## src/include/sequencer_defines.vh

```
// Purpose: shared constants of the instruction cycle sequencer
// Assumes: included by its bare name from the logic files
// Notes:   definitions only
`ifndef SEQUENCER_DEFINES_VH
`define SEQUENCER_DEFINES_VH

// ----------------------------------------------------------------------
// program step codes (one nibble per step)
// ----------------------------------------------------------------------
`define OP_END        4'h0
`define OP_ALU        4'h1
`define OP_MRD        4'h2
`define OP_MWR        4'h3
`define OP_SIO        4'h4
`define OP_SRC        4'h5
`define OP_DST        4'h6
`define OP_OVX        4'h7
`define OP_MWE        4'h8
`define OP_SION       4'h9
`define OP_REP        4'hA

// ----------------------------------------------------------------------
// instruction classes
// ----------------------------------------------------------------------
`define CLS_ARITH     4'h0
`define CLS_COMPARE   4'h1
`define CLS_MOVE_WORD 4'h2
`define CLS_BRANCH_LINK 4'h3
`define CLS_BRANCH_WS 4'h4
`define CLS_DIVIDE    4'h5
`define CLS_SIGNED_DIVIDE 4'h6
`define CLS_IO_LOAD   4'h7
`define CLS_EXTERNAL  4'h8
`define CLS_LOAD_CTX  4'h9

// ----------------------------------------------------------------------
// addressing modes
// ----------------------------------------------------------------------
`define MODE_REG      2'b00
`define MODE_IND      2'b01
`define MODE_SYM_IDX  2'b10
`define MODE_AUTOINC  2'b11

// ----------------------------------------------------------------------
// timing counts and reset values
// ----------------------------------------------------------------------
`define CLK_PERIOD_NS 100
`define PROG_STEPS    5'd18
`define ALU_BLOCK_EXTRA 5'd13
`define SIO_FULL_EXTRA 5'd15
`define READY_RESET   1'b1

`endif

```

## src/logic/instruction_cycle_sequencer.v

```verilog
// Purpose: orders the machine cycles of one instruction class
// Assumes: instruction class and mode fields stable while start is high
// Notes:   a load/context-switch sequence runs once after reset
//
// Function
// - add/subtract/byte/set ops: write at 6+src+dst
// - compares: two ALU cycles, writes only for autoincrement
// - word move: no destination read, write 5+src+dst
// - branch-link: two ALU, write at 5+src
// - workspace branch: ends at slot 12+src
// - divide: overflow stops at 10+src, else 16 ALU
// - signed divide clear overflow: last write 30+src
// - signed divide overflow: last write at 28+src
// - io load: C cycles, sixteen when C zero
// - external ops: three ALU then one I/O cycle
// - load/context switch: ten fixed cycles
// - ALU cycle two clocks, buses untouched
// - memory cycle two clocks plus wait states
// - I/O cycle: setup, then strobe, ready waits
// - derivation adds 0, 2 or 3 cycles
`timescale 1ns/10ps
`default_nettype none
`include "sequencer_defines.vh"

module instruction_cycle_sequencer (
   input  wire       clk,
   input  wire       resetn,
   input  wire       start,
   input  wire [3:0] instr_class,
   input  wire [1:0] src_mode,
   input  wire       src_reg_zero,
   input  wire [1:0] dst_mode,
   input  wire       dst_reg_zero,
   input  wire [3:0] io_count,
   input  wire       overflow_status_bit,
   input  wire       ready,
   output wire       busy,
   output wire       done,
   output wire       alu_cycle,
   output wire       mem_en,
   output wire       mem_we,
   output wire       sio_en,
   output wire       sio_clk,
   output wire [3:0] sio_bit
);

   // -------------------------------------------------------------------
   // program tables, step 0 in the low nibble
   // -------------------------------------------------------------------
   // class order
   function [71:0] prog;
      input [3:0] cls;
      begin
         case (cls)
            `CLS_ARITH:          prog = 72'h31262512;
            `CLS_COMPARE:        prog = 72'h11262512;
            `CLS_MOVE_WORD:      prog = 72'h3162512;
            `CLS_BRANCH_LINK:    prog = 72'h311512;
            `CLS_BRANCH_WS:      prog = 72'h1231313112512;
            `CLS_DIVIDE:         prog = 72'h3131171121122512;
            `CLS_SIGNED_DIVIDE:  prog = 72'h3181111A1121212512;
            `CLS_IO_LOAD:        prog = 72'h1912112512;
            `CLS_EXTERNAL:       prog = 72'h41112;
            `CLS_LOAD_CTX:       prog = 72'h1231313121;
            default:             prog = 72'h0;
         endcase
      end
   endfunction

   function [3:0] seq_op;
      input [3:0] cls;
      input [4:0] step;
      reg   [71:0] pg;
      begin
         pg = prog(cls);
         seq_op = (step >= `PROG_STEPS) ? `OP_END : pg[{step, 2'b00} +: 4];
      end
   endfunction

   // derivation sub-sequence for one operand
   function [3:0] deriv_op;
      input [1:0] mode;
      input       reg_zero;
      input [1:0] idx;
      reg   [11:0] sub;
      begin
         case (mode)
            `MODE_IND:     sub = 12'h012;
            `MODE_AUTOINC: sub = 12'h312;
            `MODE_SYM_IDX: sub = reg_zero ? 12'h121 : 12'h122;
            default:       sub = 12'h000;
         endcase
         deriv_op = (idx == 2'd3) ? `OP_END : sub[{idx, 2'b00} +: 4];
      end
   endfunction

   // -------------------------------------------------------------------
   // ready pin synchroniser
   // -------------------------------------------------------------------
   reg ready_s1_r;
   reg ready_s2_r;
   reg ready_s3_r;
   reg ready_r;

   always @(posedge clk or negedge resetn) begin
      if (!resetn) begin
         ready_s1_r <= `READY_RESET;
         ready_s2_r <= `READY_RESET;
         ready_s3_r <= `READY_RESET;
         ready_r    <= `READY_RESET;
      end else begin
         ready_s1_r <= ready;
         ready_s2_r <= ready_s1_r;
         ready_s3_r <= ready_s2_r;
         if (ready_s2_r == ready_s3_r) begin
            ready_r <= ready_s2_r;
         end
      end
   end

   // -------------------------------------------------------------------
   // sequencing state
   // -------------------------------------------------------------------
   reg       busy_r;
   reg       boot_r;
   reg       done_r;
   reg       phase_r;
   reg [3:0] cls_r;
   reg [4:0] pc_r;
   reg [1:0] sub_r;
   reg [1:0] sidx_r;
   reg [4:0] rep_r;
   reg [3:0] kind_r;
   reg       endaft_r;
   reg [3:0] sio_bit_r;
   reg [1:0] smode_r;
   reg       szero_r;
   reg [1:0] dmode_r;
   reg       dzero_r;
   reg [3:0] cnt_r;
   reg       busy_nxt;
   reg       done_nxt;
   reg [3:0] cls_nxt;
   reg [4:0] pc_nxt;
   reg [1:0] sub_nxt;
   reg [1:0] sidx_nxt;
   reg [4:0] rep_nxt;
   reg [3:0] kind_nxt;
   reg       endaft_nxt;
   reg       launch;
   reg [4:0] p;
   reg [3:0] op;
   reg [3:0] d;
   wire is_alu = (kind_r == `OP_ALU);
   wire is_mem = (kind_r == `OP_MRD) | (kind_r == `OP_MWR);
   wire is_sio = (kind_r == `OP_SIO);
   // ALU cycle ends on second clock regardless of ready
   // memory cycle holds its second clock while ready is low
   // I/O cycle also waits on ready in its second clock
   wire cyc_last = busy_r & phase_r & (is_alu | ready_r);

   always @* begin
      busy_nxt   = busy_r;
      done_nxt   = 1'b0;
      cls_nxt    = cls_r;
      pc_nxt     = pc_r;
      sub_nxt    = sub_r;
      sidx_nxt   = sidx_r;
      rep_nxt    = rep_r;
      kind_nxt   = kind_r;
      endaft_nxt = endaft_r;
      launch     = 1'b0;
      p          = 5'h00;
      op         = `OP_END;
      d          = `OP_END;
      if (!busy_r) begin
         if (boot_r | start) begin
            busy_nxt   = 1'b1;
            cls_nxt    = boot_r ? `CLS_LOAD_CTX : instr_class;
            sub_nxt    = 2'd0;
            rep_nxt    = 5'd0;
            endaft_nxt = 1'b0;
            launch     = 1'b1;
         end
      end else if (cyc_last) begin
         if (endaft_r) begin
            busy_nxt = 1'b0;
            done_nxt = 1'b1;
         end else if (rep_r != 5'd0) begin
            rep_nxt = rep_r - 5'd1;
         end else begin
            if (sub_r == 2'd1) begin
               d = deriv_op(smode_r, szero_r, sidx_r + 2'd1);
            end else if (sub_r == 2'd2) begin
               d = deriv_op(dmode_r, dzero_r, sidx_r + 2'd1);
            end
            if (d != `OP_END) begin
               sidx_nxt = sidx_r + 2'd1;
               kind_nxt = d;
            end else begin
               sub_nxt = 2'd0;
               launch  = 1'b1;
               p       = pc_r + 5'd1;
            end
         end
      end
      if (launch) begin
         op = seq_op(cls_nxt, p);
         if ((op == `OP_SRC) | (op == `OP_DST)) begin
            // direct register mode adds no cycles
            d = (op == `OP_SRC) ? deriv_op(smode_r, szero_r, 2'd0) :
                                  deriv_op(dmode_r, dzero_r, 2'd0);
            if (d != `OP_END) begin
               // later slots wait until derivation ends
               sub_nxt  = (op == `OP_SRC) ? 2'd1 : 2'd2;
               sidx_nxt = 2'd0;
               kind_nxt = d;
            end else begin
               p  = p + 5'd1;
               op = seq_op(cls_nxt, p);
            end
         end
         pc_nxt = p;
         case (op)
            `OP_ALU, `OP_MRD, `OP_MWR, `OP_SIO: begin
               kind_nxt = op;
            end
            `OP_OVX: begin
               // overflow set ends after this ALU cycle
               kind_nxt   = `OP_ALU;
               endaft_nxt = overflow_status_bit;
               rep_nxt    = overflow_status_bit ? 5'd0 : `ALU_BLOCK_EXTRA;
            end
            `OP_REP: begin
               kind_nxt = `OP_ALU;
               rep_nxt  = `ALU_BLOCK_EXTRA;
            end
            `OP_MWE: begin
               // overflow set makes this the last write
               kind_nxt   = `OP_MWR;
               endaft_nxt = overflow_status_bit;
            end
            `OP_SION: begin
               kind_nxt = `OP_SIO;
               rep_nxt  = (cnt_r == 4'h0) ? `SIO_FULL_EXTRA :
                          {1'b0, cnt_r - 4'h1};
            end
            `OP_END: begin
               busy_nxt = 1'b0;
               done_nxt = 1'b1;
            end
            default: ;
         endcase
      end
   end

   always @(posedge clk or negedge resetn) begin
      if (!resetn) begin
         busy_r    <= 1'b0;
         boot_r    <= 1'b1;
         done_r    <= 1'b0;
         phase_r   <= 1'b0;
         cls_r     <= `CLS_ARITH;
         pc_r      <= 5'h00;
         sub_r     <= 2'd0;
         sidx_r    <= 2'd0;
         rep_r     <= 5'd0;
         kind_r    <= `OP_END;
         endaft_r  <= 1'b0;
         sio_bit_r <= 4'h0;
         smode_r   <= `MODE_REG;
         szero_r   <= 1'b0;
         dmode_r   <= `MODE_REG;
         dzero_r   <= 1'b0;
         cnt_r     <= 4'h0;
      end else begin
         busy_r   <= busy_nxt;
         done_r   <= done_nxt;
         cls_r    <= cls_nxt;
         pc_r     <= pc_nxt;
         sub_r    <= sub_nxt;
         sidx_r   <= sidx_nxt;
         rep_r    <= rep_nxt;
         kind_r   <= busy_nxt ? kind_nxt : `OP_END;
         endaft_r <= endaft_nxt;
         if (!busy_r) begin
            phase_r   <= 1'b0;
            sio_bit_r <= 4'h0;
            if (boot_r) begin
               boot_r <= 1'b0;
            end else if (start) begin
               // operand fields latched so they may change afterwards
               smode_r <= src_mode;
               szero_r <= src_reg_zero;
               dmode_r <= dst_mode;
               dzero_r <= dst_reg_zero;
               cnt_r   <= io_count;
            end
         end else begin
            if (!phase_r) begin
               phase_r <= 1'b1;
            end else if (cyc_last) begin
               phase_r <= 1'b0;
            end
            // bit address advances after each I/O cycle
            if (cyc_last & is_sio) begin
               sio_bit_r <= sio_bit_r + 4'h1;
            end
         end
      end
   end

   // -------------------------------------------------------------------
   // outputs
   // -------------------------------------------------------------------
   assign busy      = busy_r;
   assign done      = done_r;
   assign alu_cycle = busy_r & is_alu;
   assign mem_en    = busy_r & is_mem;
   assign mem_we    = busy_r & (kind_r == `OP_MWR);
   assign sio_en    = busy_r & is_sio;
   // strobe only in the second clock once ready is seen
   assign sio_clk   = busy_r & is_sio & phase_r & ready_r;
   assign sio_bit   = sio_bit_r;

endmodule

`default_nettype wire

```

## config.mk

```make
export PLATFORM = sky130hd
export DESIGN_NAME = instruction_cycle_sequencer
export DESIGN_NICKNAME = d
export VERILOG_FILES = /design/src/logic/instruction_cycle_sequencer.v
export VERILOG_INCLUDE_DIRS = /design/src /design/src/include
export SDC_FILE = /design/constraint.sdc
export NUM_CORES = 1
export LEC_CHECK = 0
export ABC_CLOCK_PERIOD_IN_PS = 7400
export BUFFER_PORTS_ARGS = -buffer_cell sky130_fd_sc_hd__buf_2
export CAP_MARGIN = 20
export CELL_PAD_IN_SITES_DETAIL_PLACEMENT = 0
export CELL_PAD_IN_SITES_GLOBAL_PLACEMENT = 1
export CORE_MARGIN = 3
export CORE_UTILIZATION = 50
export CTS_CLUSTER_SIZE = 8
export DETAILED_ROUTE_END_ITERATION = 7
export PLACE_DENSITY = 0.82
export SLEW_MARGIN = 20
export SYNTH_ARGS = -nofsm -noshare
export SYNTH_HDL_FRONTEND = slang
export SYNTH_SLANG_ARGS = --single-unit
```

## constraint.sdc

```tcl
create_clock -name clk -period 7.4 [get_ports clk]
set_input_delay 1.48 -clock clk [delete_from_list [all_inputs] [get_ports clk]]
set_output_delay 1.48 -clock clk [all_outputs]
set_load 0.02 [all_outputs]
```

==> run metrics, run 1 <==
fin nets=590; number of synthesized flops with an enable pin=0; number of port buffers=29; first-pass GRT wire length=21230 µm; number of gates given a new drive strength after cts=0; initial antenna violation count=0; H-tree Lvls=2; vias in the first global route=3994; HPWL after DPL=9930 µm; crit path launch type=input port; Layout Cell Area excl Fill=0.004677 mm²; Iter 0 DRT Violations=388; Via density=6.662; grt total ovfl=0; Die X=99.91 µm; Worst path max stage delay=880 ps; min-delay worst type=register to register; Critical-path top delay cell=nor4b_4; Worst-Skew Late Latency=300 ps; CP max FO=17; top_reg_cell synth=dfrtp_1; P_leak=1.955 nW; # DRC=0; Post-Synthesis Cells=548; max_cap viols=0; Total GRT Usage=26.65%; IO Pins=30; Via Count=4417; relative slew slack=30.60%; final wirelength=13210 µm; Post-Syn Nets=581; outcome=complete, no violations; final count of hold timing violations=0; largest net degree at the start of global routing=46; CTS Sinks=45; die area=0.009981 mm²; Final Wtd Congestion=1.016; Initial Utilization=52.60%; Yosys reg bits=45; diodes inserted=0; period utilization=80.47%; Final setup viols=0; Max Clk Rate=167.9 MHz; final setup TNS=0 ps; Critical Path RT=7640 ps; Peak VDD IR=0.0001656 V; fin. max-slew vios=0; maximum buffer depth of the clock tree=2; Final ANT Viol Nets=0; TritonCTS clock tree=done; crit end category=register; chip height=99.91 µm; Setup Buffers After CTS=0; arrival time worst endpoint=6200 ps; Synth Area per Inst=8.046 µm²; RSZ-0062 raised after global routing=no; Syn. warnings=0; PD cells=362.8 mW/mm²; synth unique cells=86; CTS root buffer=clkbuf_8; area grow syn2layout=6.073%; sequential-to-total area share from yosys stat=25.68%; critical path class=input port to register; fraction of layout cells with a size suffix above 1=17.03%; core area=0.008382 mm²; Clk pin slew, worst setup/hold paths=90 ps; minimum clock period=5955 ps; placed cell areas=0.004584 mm²; total CTS buffers=5; Mapped Area=0.004409 mm²; drt pass-1 iters=5; floorplan row count=33; Async SR Flop Fraction=100.0%; hold buffer count at CTS=0; worst-margin pin slew=1041 ps; DR WL/cell=19.93 µm; crit-path cells=buf_2 > nor2b_1 > a221oi_2 > ha_1 > nand4_1 > a21boi_1 > o221ai_1 > a41oi_2 > nor4b_4 > o31ai_1 > o2bb2ai_1 > or4_1 > a21oi_1 > nand3b_1; Fillers=787; Clock Skew=9.271 ps
==> final timing paths <==
kind                            startpoint         end  slack, ps  depth (start not counted)
worst max-delay path                 start    rep_r[0]       1450                         14
worst min-delay path            ready_s1_r  ready_s2_r        370                          0
worst max register to register   sidx_r[0]    rep_r[0]       1510                         16
worst min register to register  ready_s1_r  ready_s2_r        370                          0
max in group asynchronous           resetn    cnt_r[3]       5460                          1
min in group asynchronous           resetn  sio_bit[2]       1330                          1
==> power breakdown <==
| group | switching (W) | total, W | internal (W) |
|---|---|---|---|
| clock | 0.0000882 | 0.000155 | 0.0000671 |
| sequential | 0.0000965 | 0.000414 | 0.000317 |
| combinational | 0.000731 | 0.00113 | 0.000397 |
| total | 0.000916 | 0.00170 | 0.000781 |
==> registers in the layout, indices dropped and copies added (netlist names), 2 cells and up <==
register  flops
smode_r       2
dmode_r       2
cls_r         4
pc_r          5
kind_r        4
sidx_r        2
sio_bit       4
rep_r         5
cnt_r         4
sub_r         2
==> cells in the mapped netlist, drive strengths merged (4+ instances only) <==
cell type	number	area share, %
nor2	49	4.2
o21ai	34	3.9
mux2	7	1.8
nand2b	8	1.1
xnor2	12	2.4
o31ai	9	1.5
a31oi	10	1.4
and3	4	0.57
nand3	18	2.4
ha	14	4.0
nand2	46	4.0
or2	7	1.1
nand4	8	1.1
a21oi	33	3.8
mux2i	12	2.7
a21boi	4	0.68
a211oi	11	2.1
nor3	16	1.9
o21a	4	0.68
buf	11	1.6
nor3b	4	0.68
and2	14	2.0
a211o	6	1.2
inv	24	2.0
or3	9	1.3
nor4b	4	1.8
dfrtp	40	23
o22ai	4	0.57
o211ai	14	2.4
nor4	10	1.8
clkbuf	24	2.1
dfstp	5	3.0
nor2b	12	1.7
==> kinds of logic after synthesis <==
group                    synth area share (%)
flip-flops                              25.68
multiplexers                            4.512
AND/OR/NAND/NOR                         28.55
buffers and inverters                   5.704
AO/OA/AOI/OAI                           28.38
XOR/XNOR                                2.980
adder cells (fa/ha/maj)                 4.200
==> critical path: cells and delay by family <==
| family | cells | cell delay (ps) |
|---|---|---|
| AOI/OAI and AO/OA | 7 | 2090 |
| adders and majority gates | 1 | 450 |
| buffers and inverters | 1 | 120 |
| and+or+nand+nor | 5 | 2050 |
==> layout make-up <==
class                      instances  area, µm²  share of cell area, %
sequential                        45       1132                  24.21
multi-input combinational        444       3028                  64.74
tap                              105      131.4                  2.809
inverter                          24      90.09                  1.926
clock buffer                       5      68.82                  1.471
clock inverter                     3      21.27                 0.4548
timing repair buffer              37      205.2                  4.387
==> layer usage <==
layer	track usage, %	part of all wire, %	vias up
met5	0	0	-
met4	7.773	2.0	0
met3	3.475	7.2	19
met2	38.99	42	208
met1	40.71	49	2126
li1	-	-	2064
==> through the flow <==
step                hold WS (ps)  utilization [%]  setup WS (ps)  std cells  total power (W)
CTS                        367.6            55.77           1578        663         0.001663
global route               371.7            55.80          969.0        663         0.001822
floorplan                  345.2                -           2249        548         0.001223
finish                     366.3            55.80           1445        663         0.001697
global placement           350.8            54.69           1511        655         0.001509
detailed placement         349.9            54.69           1312        655         0.001500
==> cells in the final DEF, fill, tap and decap left out, types with 12 or more instances in the layout <==
cell | Yosys | routed
nor2_1 | 48 | 48
nand3_1 | 15 | 15
o211ai_1 | 14 | 14
mux2i_1 | 12 | 12
and2_1 | 14 | 14
inv_1 | 19 | 19
ha_1 | 14 | 14
o21ai_0 | 29 | 29
nor3_1 | 15 | 15
dfrtp_1 | 40 | 40
nand2_1 | 45 | 45
buf_2 | 8 | 29
xnor2_1 | 12 | 12
a21oi_1 | 32 | 32
(Power assumes the default switching activity.)
==> inputs of run 2 (changes only) <==
Settings changed: ABC_CLOCK_PERIOD_IN_PS 7400 to 5000, CORE_UTILIZATION 50 to 42, PLACE_DENSITY 0.82 to 0.73.
Clock period 7.4 ns to 5 ns, I/O delays scaled along.
==> run 2 against run 1 <==
Routed wire length up 5.0%. Clock skew increased by 1.9 ps. Total power grew 56%. Clock power is 55% higher. Register-to-register slack got worse by 1100 ps. Sequential power is 44% higher. Combinational power rose by 59%. Critical endpoint is now rep_r[3]. Die area increased by 18%. Largest power group unchanged. Cell area up 7.2%.
==> run metrics, run 2 (same netlist as run 1, synthesis figures left out) <==
Initial Utilization=44.09%; fraction of layout cells with a size suffix above 1=22.78%; Worst-Skew Late Latency=310 ps; Total GRT Usage=24.12%; Peak VDD IR=0.0002231 V; Final setup viols=0; Iter 0 DRT Violations=558; arrival time worst endpoint=4870 ps; Top Registers=pc_r: 5 flops, rep_r: 5 flops; Die X=108.5 µm; final count of hold timing violations=0; storage element area=0.001134 mm²; relative slew slack=47.82%; total CTS buffers=5; floorplan row count=36; PD cells=526.2 mW/mm²; Power Internal=0.001263 W; vias in the first global route=4250; clock power share=9.1%; core area=0.01000 mm²; total power=0.002639 W; H-tree Lvls=2; final wirelength=13880 µm; Via Count=4569; max_cap viols=0; critical path class=register to register; Critical Path RT=5250 ps; IO Pins=30; Final Wtd Congestion=0.9464; Sw Pwr=0.001376 W; CTS Sinks=45; Via density=6.259; Max Clk Rate=216.3 MHz; HPWL after DPL=10570 µm; drt pass-1 iters=5; fin nets=629; DR WL/cell=19.01 µm; Clock Skew=11.13 ps; CP Launch Point=sidx_r[0]; Sw Ratio=52.14%; most frequent cells in the layout=48 x nor2_1, 48 x buf_4, 45 x nand2_1, 39 x dfrtp_1, 32 x a21oi_1; WHS=365.2 ps; Multi-input gate area=0.003030 mm²; placed cell areas=0.004912 mm²; # DRC=0; Clk pin slew, worst setup/hold paths=100 ps; final setup TNS=0 ps; largest net degree at the start of global routing=46; diodes inserted=0; TritonCTS clock tree=done; CTS root buffer=clkbuf_8; number of port buffers=29; Fillers=995; hold_sp=ready_s1_r; period utilization=92.44%; RSZ-0062 raised after global routing=no; minimum clock period=4622 ps; initial antenna violation count=0; Reg-to-Reg Start=sidx_r[0]; Seq pwr share=22.5%; maximum buffer depth of the clock tree=2; area grow syn2layout=13.73%; Layout Cell Area excl Fill=0.005015 mm²; Comb power frac=68.3%; die area=0.01176 mm²; outcome=complete, no violations; first-pass GRT wire length=22450 µm; crit path launch type=register; crit end category=register; grt total ovfl=0; chip height=108.5 µm; P_leak=2.141 nW; Post-Route Utilization=50.15%; CP max FO=8; min-delay worst type=register to register; worst-margin pin slew=774.5 ps; fin. max-slew vios=0; hold buffer count at CTS=0; Final ANT Viol Nets=0
==> run 2: final timing paths <==
| check | endpoint | slack, ps | depth (start not counted) |
|---|---|---|---|
| worst max-delay path | rep_r[3] | 380 | 18 |
| worst min-delay path | ready_s2_r | 370 | 0 |
| worst max register to register | rep_r[3] | 380 | 18 |
| worst min register to register | ready_s2_r | 370 | 0 |
| max in group asynchronous | sidx_r[0] | 3900 | 1 |
| min in group asynchronous | pc_r[0] | 680 | 1 |
==> run 2: final cells by class <==
| type | instances | share of cell area, % |
|---|---|---|
| clock buffer | 5 | 1.372 |
| tap | 133 | 3.318 |
| inverter | 24 | 1.796 |
| timing repair buffer | 76 | 9.980 |
| sequential | 45 | 22.60 |
| clock inverter | 3 | 0.4990 |
| multi-input combinational | 444 | 60.43 |
==> run 2: timing repair <==
| action | in CTS | in global routing |
|---|---|---|
| gates resized for setup | 0 | 2 |
| setup endpoints to repair | 0 | 8 |
| buffers inserted | 0 | 0 |
==> run 2: power by group through the flow <==
| stage | Combinational (W) | Clock (W) | Sequential, W |
|---|---|---|---|
| after detailed placement | 0.00176 | 0 | 0.000599 |
| final | 0.00180 | 0.000241 | 0.000595 |
| after floorplan | 0.00125 | 0 | 0.000560 |
| after global placement | 0.00176 | 0 | 0.000597 |
| after global routing | 0.00196 | 0.000268 | 0.000615 |
| after CTS | 0.00177 | 0.000253 | 0.000592 |
==> run 2: worst max-delay path, cell delays in order, from the launching register on <==
cell	delay [ps]
dfrtp_2	460
inv_1	90
ha_1	390
a21oi_1	220
nor4_2	110
or4_1	590
inv_2	90
ha_2	270
buf_4	170
nand4_1	70
a21boi_0	220
a31oi_1	110
nor4_1	340
nor3_1	100
o21a_1	170
o2bb2ai_1	240
or4_1	500
a21oi_1	270
a211o_1	150
==> run 2: layer usage <==
metal	global-route usage, %	wire length (µm)	vias to the layer above
met4	6.492	273	0
met3	3.821	900	29
met1	35.38	6606	2207
met2	36.67	6099	188
li1	-	-	2145
met5	0	0	-
==> run 2: through the flow <==
stage / instances / setup WS (ps)
floorplan: 548 / 301.7
global placement: 722 / 306.3
detailed placement: 722 / 193.3
CTS: 730 / 275.1
global route: 730 / 78.20
finish: 730 / 377.8
==> inputs of run 3 (changes only) <==
Settings changed: CTS_BUF_LIST set to sky130_fd_sc_hd__clkbuf_16.
==> run 3 against run 2 <==
Non-clock buffer count did not move. Clock skew decreased by 2.7 ps. Critical path depth is 1 lower. First-iteration DRC count decreased by 2.2%. Sequential power about the same. Global-route usage grew 0.10 points. Highest routed layer unchanged.
==> run metrics, run 3 (same netlist as run 1, synthesis figures left out) <==
drt pass-1 iters=5; minimum clock period=4609 ps; max_cap viols=0; storage element area=0.001134 mm²; Reg-to-Reg Start=sidx_r[0]; total CTS buffers=5; chip height=108.5 µm; outcome=complete, no violations; CTS Sinks=45; HPWL after DPL=10570 µm; uppermost routed layer=met4; final setup TNS=0 ps; Comb power frac=65.8%; CP Launch Point=sidx_r[0]; Sw Pwr=0.001388 W; P_leak=2.167 nW; fin nets=629; worst r2r path cells=17; most frequent cells in the layout=48 x nor2_1, 48 x buf_4, 45 x nand2_1, 39 x dfrtp_1, 32 x a21oi_1; Worst-Skew Late Latency=290 ps; WL met1=6545 µm; min-delay worst type=register to register; maximum buffer depth of the clock tree=2; number of gates given a new drive strength after cts=0; final setup margin=391.1 ps; Iter 0 DRT Violations=546; CTS root buffer=clkbuf_16; Total GRT Usage=24.22%; first-pass GRT wire length=22490 µm; Seq pwr share=21.8%; hold buffer count at CTS=0; Post-Route Utilization=50.71%; clock power share=12.4%; final count of hold timing violations=0; FF-to-FF End=kind_r[1]; Clk pin slew, worst setup/hold paths=70 ps; critical path class=register to register; Multi-input gate area=0.003030 mm²; grt total ovfl=0; floorplan row count=36; initial antenna violation count=0; number of port buffers=29; area grow syn2layout=15.01%; Die X=108.5 µm; IO Pins=30; fraction of layout cells with a size suffix above 1=22.78%; RSZ-0062 raised after global routing=no; final wirelength=13880 µm; Hold Path Stages=0; # DRC=0; crit end category=register; Via Count=4522; WHS=361.2 ps; Power Internal=0.001351 W; Final setup viols=0; worst slack, placed=193.3 ps; Max Clk Rate=217.0 MHz; core area=0.01000 mm²; H-tree Lvls=2; Layout Cell Area excl Fill=0.005071 mm²; CP max FO=9; Final Wtd Congestion=0.9464; placed cell areas=0.004912 mm²; Via density=6.195; arrival time worst endpoint=4830 ps; Critical Path RT=5220 ps; Sw Ratio=50.69%; met3 wire len=866 µm; Top Registers=pc_r: 5 flops, rep_r: 5 flops; Final ANT Viol Nets=0; TritonCTS clock tree=done; crit path launch type=register; DR WL/cell=19.01 µm; relative slew slack=49.18%; worst-margin pin slew=754.3 ps; Fillers=983; PD cells=540.1 mW/mm²; Reg2Reg Setup Slack=390 ps; Clock Skew=8.440 ps; fin. max-slew vios=0; largest net degree at the start of global routing=46; period utilization=92.18%; die area=0.01176 mm²; diodes inserted=0; Initial Utilization=44.09%; Setup Buffers After CTS=0; Setup crit end=kind_r[1]; Peak VDD IR=0.0002698 V; vias in the first global route=4229; WL met2=6204 µm
[run 3: metrics by stage]
| step | power, W | instances |
|---|---|---|
| after floorplan | 0.001810 | 548 |
| after global placement | 0.002354 | 722 |
| after detailed placement | 0.002355 | 722 |
| after CTS | 0.002710 | 730 |
| after global routing | 0.002946 | 730 |
| final | 0.002739 | 730 |
[run 3: layout make-up]
type / count / area share [%]
sequential: 45 / 22.35
tap: 133 / 3.282
multi-input combinational: 444 / 59.76
clock inverter: 3 / 0.4935
clock buffer: 5 / 2.467
timing repair buffer: 76 / 9.869
inverter: 24 / 1.776
[run 3: worst min-delay path by stage]
stage	start	to	slack, ps
after floorplan	ready_s1_r	ready_s2_r	350
after global placement	ready_s1_r	ready_s2_r	350
after detailed placement	ready_s1_r	ready_s2_r	350
after CTS	ready_s1_r	ready_s2_r	360
after global routing	ready_s1_r	ready_s2_r	370
final	ready_s1_r	ready_s2_r	360
[run 3: worst max-delay path, stage by stage, from the launching register on]
cell and delay (ps):
dfrtp_2 450, inv_1 90, ha_1 390, a21oi_1 220, nor4_2 110, or4_1 590
ha_1 210, or3_1 380, o211ai_1 180, o31ai_1 170, nor4b_4 360, buf_4 250
nor2_1 60, a41o_1 270, nand3_2 110, and4b_4 220, a2111o_1 390, a21oi_2 100
[run 3: power groups by stage]
stage | clock (W) | combinational, W | sequential, W
global placement | 0 | 0.00176 | 0.000597
CTS | 0.000350 | 0.00177 | 0.000594
finish | 0.000339 | 0.00180 | 0.000597
floorplan | 0 | 0.00125 | 0.000560
global route | 0.000368 | 0.00196 | 0.000616
detailed placement | 0 | 0.00176 | 0.000599
[run 3: per-layer routing]
layer,vias up,global-route usage [%]
met5,-,0
met4,0,5.951
met3,23,4.299
li1,2148,-
met1,2171,35.64
met2,180,36.63
